<file path="config.mk">
export PLATFORM = sky130hd
export DESIGN_NAME = lppc_regs
export DESIGN_NICKNAME = d
export VERILOG_FILES = /design/src/lppc_pkg.sv /design/src/lppc_slip_counter.sv /design/src/lppc_regs.sv
export SDC_FILE = /design/constraint.sdc
export NUM_CORES = 1
export LEC_CHECK = 0
export BUFFER_PORTS_ARGS = -buffer_cell sky130_fd_sc_hd__buf_2
export CAP_MARGIN = 30
export CORE_ASPECT_RATIO = 1.25
export CORE_MARGIN = 8
export CORE_UTILIZATION = 53
export CTS_CLUSTER_SIZE = 40
export DETAILED_ROUTE_END_ITERATION = 10
export PLACE_DENSITY = 0.93
export SYNTH_ARGS = -nofsm -noshare
export SYNTH_HDL_FRONTEND = slang
export SYNTH_SLANG_ARGS = --single-unit
</file>
<file path="constraint.sdc">
create_clock -name ref_clk -period 2.8 [get_ports ref_clk]
set_input_delay 0.56 -clock ref_clk [delete_from_list [all_inputs] [get_ports ref_clk]]
set_output_delay 0.56 -clock ref_clk [all_outputs]
set_load 0.03 [all_outputs]
</file>
<file path="src/lppc_pkg.sv">
// package for the lvds pll and power control register bank
package lppc_pkg;
  localparam logic [7:0] LPPC_OFS_POWER_DOWN = 8'h76;
  localparam logic [7:0] LPPC_OFS_LOOP_CTRL = 8'h78;
  localparam logic [7:0] LPPC_OFS_SLIP_LIMIT = 8'h7f;
  localparam logic [7:0] LPPC_OFS_OUT_ENABLE = 8'h73;
  localparam logic [7:0] LPPC_OFS_AMPLITUDE = 8'h74;
  localparam logic [7:0] LPPC_OFS_SLIP_STATUS = 8'h80;
  localparam logic [7:0] LPPC_RST_POWER_DOWN = 8'had;
  localparam logic [7:0] LPPC_RST_LOOP_CTRL = 8'h38;
  localparam logic [7:0] LPPC_RST_SLIP_LIMIT = 8'h10;
  localparam logic [7:0] LPPC_RST_OUT_ENABLE = 8'hc8;
  localparam logic [7:0] LPPC_RST_AMPLITUDE = 8'hc0;
  localparam int LPPC_BIT_PATH_ON = 0;
  localparam int LPPC_BIT_PLL_RST_N = 2;
  localparam int LPPC_BIT_PLL_ON = 3;
  localparam int LPPC_LSB_LOOP_RES = 4;
  localparam int LPPC_BIT_FIFO_RST_N = 7;
  localparam int LPPC_LSB_PHASE_DET = 0;
  localparam int LPPC_LSB_LOOP_CAP = 5;
  localparam int LPPC_BIT_SPE_EN = 7;
  localparam int LPPC_BIT_DRV_EN = 3;
  localparam int LPPC_BIT_PULLDOWN = 7;
  localparam logic [31:0] LPPC_UNMAPPED_DATA = 32'h0000_0000;

  typedef struct packed {
    logic [7:0] power_down;
    logic [7:0] loop_ctrl;
    logic [7:0] slip_limit;
    logic [7:0] out_enable;
    logic [7:0] amplitude;
  } lppc_regs_t;

  typedef struct packed {
    logic path_on;
    logic driver_enable;
    logic output_tristate;
    logic output_pulldown;
    logic pll_reset_n;
    logic pll_power_on;
    logic [2:0] loop_filter_sel;
    logic [1:0] loop_cap_sel;
    logic [4:0] phase_detector_cfg;
    logic static_phase_err_reduce_en;
    logic fifo_reset_n;
  } lppc_ctrl_t;
endpackage

</file>
<file path="src/lppc_slip_counter.sv">
// per-frame fifo slip counter compared against a limit
`timescale 1ns/100ps
`default_nettype none
module lppc_slip_counter
  import lppc_pkg::*;
(
  input wire logic ref_clk,
  input wire logic reset_n,
  input wire logic frame_start,
  input wire logic slip_event,
  input wire logic [7:0] limit,
  output logic [7:0] count,
  output logic exceeded
);
  typedef struct packed {
    logic [7:0] count;
    logic exceeded;
  } lppc_cnt_state_t;

  lppc_cnt_state_t state_reg;
  lppc_cnt_state_t state_next;

  always_comb begin
    state_next = state_reg;
    if (frame_start) begin
      // a slip in the first cycle of a frame still counts
      state_next.count = slip_event ? 8'h01 : 8'h00;
      state_next.exceeded = 1'b0;
    end else if (slip_event && state_reg.count != 8'hff) begin
      state_next.count = state_reg.count + 8'h01;
    end
    if (state_next.count > limit) begin
      state_next.exceeded = 1'b1;
    end
  end

  always_ff @(posedge ref_clk) begin
    if (!reset_n) begin
      state_reg <= '0;
    end else begin
      state_reg <= state_next;
    end
  end

  assign count = state_reg.count;
  assign exceeded = state_reg.exceeded;
endmodule // lppc_slip_counter
`default_nettype wire

</file>
<file path="src/lppc_regs.sv">
// lvds pll, output power-down and fifo slip limit register bank on avalon-mm
//
// How it works
// - power-down register bit 0 low powers down the output data and clock path.
// - powered-down outputs tri-state, or pull to ground when pull-down enable is set.
// - pll reset bit low holds the pll in reset; high runs it.
// - pll power bit low powers the pll down; high keeps it running.
// - three loop filter resistor bits select one of eight resistances.
// - fifo reset bit low holds the pixel fifo in reset.
// - five low control bits configure the pll phase detector.
// - two control bits select the pll loop filter capacitance.
// - control register msb enables static phase error reduction.
// - limit register bounds fifo over and under-runs tolerated per frame.
// - driver enable bit low disables the output drivers, alongside power-down.
`timescale 1ns/100ps
`default_nettype none
module lppc_regs
  import lppc_pkg::*;
(
  input wire logic ref_clk,
  input wire logic reset_n,
  input wire logic [7:0] avs_address,
  input wire logic avs_read,
  input wire logic avs_write,
  input wire logic [31:0] avs_writedata,
  input wire logic [3:0] avs_byteenable,
  output logic [31:0] avs_readdata,
  output logic avs_waitrequest,
  output logic [1:0] avs_response,
  input wire logic frame_start,
  input wire logic fifo_slip,
  output lppc_ctrl_t ctrl,
  output logic slip_limit_exceeded
);
  typedef struct packed {
    lppc_regs_t regs;
    logic ack;
    logic [31:0] rdata;
    logic [1:0] resp;
    lppc_ctrl_t ctrl;
  } lppc_state_t;

  lppc_state_t state_reg;
  lppc_state_t state_next;
  logic [7:0] slip_count;
  logic slip_exceeded;
  logic mapped;

  lppc_slip_counter u_slip_counter (
    .ref_clk(ref_clk),
    .reset_n(reset_n),
    .frame_start(frame_start),
    .slip_event(fifo_slip),
    .limit(state_reg.regs.slip_limit),
    .count(slip_count),
    .exceeded(slip_exceeded)
  );

  always_comb begin
    case (avs_address)
      LPPC_OFS_POWER_DOWN, LPPC_OFS_LOOP_CTRL, LPPC_OFS_SLIP_LIMIT,
      LPPC_OFS_OUT_ENABLE, LPPC_OFS_AMPLITUDE, LPPC_OFS_SLIP_STATUS: mapped = 1'b1;
      default: mapped = 1'b0;
    endcase
  end

  always_comb begin
    logic [7:0] pd;
    logic [7:0] lc;
    pd = 8'h00;
    lc = 8'h00;
    state_next = state_reg;
    state_next.ack = 1'b0;
    // one wait state: each access answers on the cycle after it is seen
    if ((avs_read || avs_write) && !state_reg.ack) begin
      state_next.ack = 1'b1;
      state_next.resp = mapped ? 2'b00 : 2'b10;
      state_next.rdata = LPPC_UNMAPPED_DATA;
      if (avs_read) begin
        case (avs_address)
          LPPC_OFS_POWER_DOWN: state_next.rdata = {24'h000000, state_reg.regs.power_down};
          LPPC_OFS_LOOP_CTRL: state_next.rdata = {24'h000000, state_reg.regs.loop_ctrl};
          LPPC_OFS_SLIP_LIMIT: state_next.rdata = {24'h000000, state_reg.regs.slip_limit};
          LPPC_OFS_OUT_ENABLE: state_next.rdata = {24'h000000, state_reg.regs.out_enable};
          LPPC_OFS_AMPLITUDE: state_next.rdata = {24'h000000, state_reg.regs.amplitude};
          LPPC_OFS_SLIP_STATUS: state_next.rdata = {23'h000000, slip_exceeded, slip_count};
          default: state_next.rdata = LPPC_UNMAPPED_DATA;
        endcase
      end
    end
    // a write lands only at the edge where the master sees waitrequest low
    if (avs_write && state_reg.ack && avs_byteenable[0]) begin
      case (avs_address)
        LPPC_OFS_POWER_DOWN: state_next.regs.power_down = avs_writedata[7:0];
        LPPC_OFS_LOOP_CTRL: state_next.regs.loop_ctrl = avs_writedata[7:0];
        LPPC_OFS_SLIP_LIMIT: state_next.regs.slip_limit = avs_writedata[7:0];
        LPPC_OFS_OUT_ENABLE: state_next.regs.out_enable = avs_writedata[7:0];
        LPPC_OFS_AMPLITUDE: state_next.regs.amplitude = avs_writedata[7:0];
        default: state_next.regs = state_reg.regs;
      endcase
    end
    // control outputs are decoded from the next fields, so they change at the same edge as a write
    pd = state_next.regs.power_down;
    lc = state_next.regs.loop_ctrl;
    state_next.ctrl.path_on = pd[LPPC_BIT_PATH_ON];
    state_next.ctrl.driver_enable = state_next.regs.out_enable[LPPC_BIT_DRV_EN]
      && pd[LPPC_BIT_PATH_ON];
    state_next.ctrl.output_pulldown = !pd[LPPC_BIT_PATH_ON]
      && state_next.regs.amplitude[LPPC_BIT_PULLDOWN];
    state_next.ctrl.output_tristate = !pd[LPPC_BIT_PATH_ON]
      && !state_next.regs.amplitude[LPPC_BIT_PULLDOWN];
    state_next.ctrl.pll_reset_n = pd[LPPC_BIT_PLL_RST_N];
    state_next.ctrl.pll_power_on = pd[LPPC_BIT_PLL_ON];
    state_next.ctrl.loop_filter_sel = pd[LPPC_LSB_LOOP_RES +: 3];
    state_next.ctrl.fifo_reset_n = pd[LPPC_BIT_FIFO_RST_N];
    state_next.ctrl.phase_detector_cfg = lc[LPPC_LSB_PHASE_DET +: 5];
    state_next.ctrl.loop_cap_sel = lc[LPPC_LSB_LOOP_CAP +: 2];
    state_next.ctrl.static_phase_err_reduce_en = lc[LPPC_BIT_SPE_EN];
  end

  always_ff @(posedge ref_clk) begin
    if (!reset_n) begin
      state_reg.regs.power_down <= LPPC_RST_POWER_DOWN;
      state_reg.regs.loop_ctrl <= LPPC_RST_LOOP_CTRL;
      state_reg.regs.slip_limit <= LPPC_RST_SLIP_LIMIT;
      state_reg.regs.out_enable <= LPPC_RST_OUT_ENABLE;
      state_reg.regs.amplitude <= LPPC_RST_AMPLITUDE;
      state_reg.ack <= 1'b0;
      state_reg.rdata <= 32'h0000_0000;
      state_reg.resp <= 2'b00;
      // safe state in reset: pll and fifo held, path off and tri-stated
      state_reg.ctrl <= '0;
      state_reg.ctrl.output_tristate <= 1'b1;
    end else begin
      state_reg <= state_next;
    end
  end

  assign avs_waitrequest = (avs_read || avs_write) && !state_reg.ack;
  assign avs_readdata = state_reg.rdata;
  assign avs_response = state_reg.resp;
  assign ctrl = state_reg.ctrl;
  assign slip_limit_exceeded = slip_exceeded;
endmodule // lppc_regs
`default_nettype wire

</file>
After elaboration in Yosys (flattened, before gate mapping) --
Cells that the tools add are included.
Word-level totals: flip-flop bits (word level) 102, input port bits 50
Cells by class: add/sub/neg operators 1, magnitude comparators 1, equal/unequal tests 7, mux-type cells 16, reductions and logical operators 17
Operators by type and width (count):
- two-way mux 8 bit | 7
- case mux 9 bit (6 select lines) | 1
- == test 8 x 7 -> 1 bit (second input constant) | 5
- two-way mux 40 bit | 1
- two-way mux 35 bit | 1
- two-way mux 9 bit | 1
- adder 8 x 1 -> 8 bit (second input constant) | 1
- == test 8 bit (second input constant) | 1
- > comparator 8 bit | 1
- inequality test 8 bit (second input constant) | 1
- AND reduction 2 bit | 4
- logical AND 1 bit | 7
- OR reduction 6 bit | 1
- two-way mux 1 bit | 4
- zero test 1 bit | 3
- two-way mux 2 bit | 1
- nonzero test 2 bit | 1
- logical OR 1 bit | 1

Longest topological paths before layout --
depth after elaboration 6, mapped depth 10, gate-level depth less buffers 10

Modules after synthesis --
From an unflattened synthesis, not the netlist that was laid out.
Second synthesis, totals: cells, all modules 433, area, all modules 3887.5 um^2
By module, submodules not included:
- lppc_regs | times used 1, cells an instance 345, area an instance 3168.0 um^2
- lppc_slip_counter | times used 1, cells an instance 88, area an instance 719.4 um^2

Worst setup path after synthesis --
No wires, ideal clock.
kind reg2reg, start point register u_slip_counter.state_reg, in the netlist u_slip_counter.count[0], end point register u_slip_counter.state_reg, in the netlist u_slip_counter.exceeded, library setup time 122 ps, arrival time 2005 ps, path slack 674 ps, stages on the path, launching flop included 11, buffers on the path 0, clock period less this slack 2126 ps, path through dfxtp_1 ha_1 nand3_1 o21ai_0 mux2i_1 nor2_1 ha_1 nor2b_1 o21a_1 o21ai_0 a21oi_1
RTL lines:
- start: declaration | RTL line lppc_slip_counter.sv:20 | lppc_cnt_state_t state_reg;
- start signal: assignment | RTL line lppc_slip_counter.sv:41 | state_reg <= state_next;

==> flow_summary.json <==
{
  "run_status": "finished clean",
  "post-dp-hpwl_um": 6980,
  "grt_max_degree": 26,
  "critical-path-slowest-cell": "sky130_fd_sc_hd__or4_1",
  "antenna_cells_inserted": 0,
  "worst-endpoint-required_ns": 3.09,
  "clock_insertion_delay_worst_skew_ns": 0.36,
  "synth-seq-area-share": 0.375,
  "biggest_fanout_along_the_worst_timing_path": 7,
  "grt.busiest_layer": "met2",
  "rr_endpoint": "u_slip_counter.exceeded$_SDFFE_PN0P_",
  "initial_core_util": 0.547,
  "reg2reg_depth": 9,
  "std_cell_core_area_um2": 6930,
  "netlist_top_cells_area": "sky130_fd_sc_hd__dfxtp_1, sky130_fd_sc_hd__mux2i_1, sky130_fd_sc_hd__buf_4, sky130_fd_sc_hd__nor2_1, sky130_fd_sc_hd__ha_1",
  "grt_antenna_before_repair": 0,
  "totalWireLength_um": 9400,
  "drv_cap": 0,
  "syn-cell-area_um2": 3790,
  "final_count_of_pins_violating_max_slew": 0,
  "gate_count_after_technology_mapping": 421,
  "hp-start": "state_reg[67]$_SDFFE_PN1P_",
  "setup.worst_path.end_class": "register",
  "synth-seq-cells": 71,
  "max-clock-path-buffers": 2,
  "post-layout-total-power_w": 0.00208,
  "globalplace.congestion": 0.911,
  "ys_warn_count": 0,
  "p_per_area_nw_per_um2": 509,
  "synth_edf_count": 0,
  "worstPathCellList": "nand4_1, or4_1, nand2_1, nor2_1, ha_1, and4_1, a31oi_1, o21ai_0, a21oi_1",
  "fp.dieW_um": 91.7,
  "final_util": 0.588,
  "worst_path_largest_cell_delay_ns": 0.51,
  "cts_tree": "done",
  "final_cell_mix": "sky130_fd_sc_hd__dfxtp_1, sky130_fd_sc_hd__nor2_1, sky130_fd_sc_hd__buf_2",
  "io_buffer_count": 52,
  "via_count_of_the_first_global_routing_pass": 3182,
  "cts-htree-levels": 3,
  "finClkSkew_ns": 0.00952,
  "grt_util_all_layers": 0.188,
  "achievable-frequency_ghz": 0.408,
  "clk_transition_reported_paths_ns": 0.08,
  "detailroute.via_count": 3104,
  "synth.distinct_cells": 50,
  "timing.hold.worst_path_depth": 2,
  "startpoint_type": "register",
  "global_route.usage.met3": 0.0407,
  "grt.met1_usage": 0.195,
  "regToRegSetupSlack_ns": 0.35,
  "cts_inserted_buffers": 9,
  "number_of_core_rows": 34,
  "num_io_pins": 104,
  "route.antenna.remaining_nets": 0,
  "clockRootBuffer": "sky130_fd_sc_hd__clkbuf_8",
  "post_drt_wl_per_cell_um": 17.4,
  "layout-area-overhead-vs-synth_pct": 7.55,
  "cp_data_arrival_time_ns": 2.74,
  "crit_type": "register to register",
  "setup_tns_ns": 0,
  "post-route-period-util": 0.876,
  "grtUsageMet2": 0.337,
  "synth_largest_area_cell": "sky130_fd_sc_hd__dfxtp_1",
  "async_reset_ff_frac": 0,
  "total_leakage_power_nw": 1.81,
  "grt_first_pass_wirelength_um": 15600,
  "die-height_um": 111,
  "final_layout_size_suffix_gt1_frac": 0.193,
  "timing.final.crit_period_ns": 2.45,
  "rsz0062_at_grt": "false",
  "layout.nets": 505,
  "reg2reg_from": "u_slip_counter.count[3]$_SDFF_PN0_",
  "critPathBufInv": 0,
  "worst_hold_path.endpoint": "state_reg[67]$_SDFFE_PN1P_",
  "synth_flop_cell": "sky130_fd_sc_hd__dfxtp_1",
  "drtPass1Iterations": 5,
  "detail_route.vias_per_cell": 5.74,
  "max-vdd-ir-drop_v": 0.000471,
  "setup-violations-final": 0,
  "clock_sink_count": 71,
  "hold_viol": 0,
  "flip_flop_count_of_the_largest_register_after_layout": 41,
  "final_common_cell": "sky130_fd_sc_hd__dfxtp_1",
  "die_area_um2": 10100,
  "yosys.area.top_type_share": 0.375,
  "drt_iter0_drc": 242,
  "cts.repair_timing.setup_buffer_count": 0,
  "postSynthAreaPerCell_um2": 9.01,
  "drc": 0,
  "worst_path_dominant_cell_family": "simple AND/OR/NAND/NOR gates",
  "grt.overflow.total": 0,
  "hold_buffers": 0,
  "worst_hold_path_type": "register to register"
}
==> final cells by class <==
type                            instances  area [µm²]
Multi-Input combinational cell        287        1940
Tap cell                               90         113
Sequential cell                        71        1420
Clock inverter                          6        68.8
Fill cell                             547        2850
Timing Repair Buffer                   64         350
Inverter                               13        48.8
Clock buffer                           10         138
==> routing by layer <==
| layer | vias up | wire, µm |
|---|---|---|
| met1 | 1461 | 3520 |
| met3 | 30 | 569 |
| met2 | 154 | 5020 |
| met5 | - | 0 |
| li1 | 1459 | - |
| met4 | 0 | 293 |
==> Yosys cell counts (all sizes together) (9+ instances only) <==
cell type  instances
and4b              9
buf               59
clkbuf            14
dfxtp             71
ha                 9
inv               13
mux2i             49
nand2             25
nand3             15
nor2              54
o211ai            15
==> power breakdown <==
group	total, W	switching (W)	internal (W)
registers	0.00103	0.00000545	0.00102
clock network	0.000842	0.000402	0.000440
logic	0.000208	0.000156	0.0000520
==> worst min-delay path: cells and delay by family (launching register included) <==
kind / cells / cell delay [ns]
flip-flops: 1 / 0.34
multiplexers: 1 / 0.07
AND/OR/NAND/NOR: 1 / 0.06
==> per-stage QoR <==
step	worst slack (ns)	hold WS, ns	cell area (µm²)	instances
6_report	0.348	0.493	4080	541
5_1_grt	0.0925	0.516	4080	541
3_5_place_dp	0.363	0.458	3870	525
3_3_place_gp	0.430	0.437	3870	525
4_1_cts	0.313	0.496	4080	541
2_1_floorplan	0.674	0.426	3880	444
==> worst max path at each step <==
| stage | depth (start not counted) | slack [ns] | endpoint | startpoint |
|---|---|---|---|---|
| global placement | 10 | 0.43 | u_slip_counter.exceeded$_SDFFE_PN0P_ | u_slip_counter.count[0]$_SDFF_PN0_ |
| CTS | 10 | 0.31 | u_slip_counter.exceeded$_SDFFE_PN0P_ | u_slip_counter.count[0]$_SDFF_PN0_ |
| detailed placement | 10 | 0.36 | u_slip_counter.exceeded$_SDFFE_PN0P_ | u_slip_counter.count[0]$_SDFF_PN0_ |
| global route | 10 | 0.09 | u_slip_counter.exceeded$_SDFFE_PN0P_ | u_slip_counter.count[0]$_SDFF_PN0_ |
| finish | 9 | 0.35 | u_slip_counter.exceeded$_SDFFE_PN0P_ | u_slip_counter.count[3]$_SDFF_PN0_ |
| floorplan | 10 | 0.67 | u_slip_counter.exceeded$_SDFFE_PN0P_ | u_slip_counter.count[0]$_SDFF_PN0_ |
==> kinds of logic (layout without fill, tap and decap cells) <==
| kind of cell | Yosys count | after routing | share of synthesized area |
|---|---|---|---|
| AND/OR/NAND/NOR | 145 | 145 | 0.213 |
| buffers and inverters | 86 | 93 | 0.138 |
| flip-flops | 71 | 71 | 0.375 |
| AO/OA/AOI/OAI | 56 | 56 | 0.104 |
| multiplexers | 50 | 50 | 0.132 |
| adder cells (fa/ha/maj) | 9 | 9 | 0.0297 |
| XOR/XNOR | 3 | 3 | 0.00693 |
| other | 1 | 24 | 0.000988 |
==> repair_timing <==
item,in CTS,in global routing
endpoints found under the setup margin,0,1
resized for setup,0,1
endpoints found under the hold margin,0,0
No activity file was read; power rests on OpenSTA's default activity.
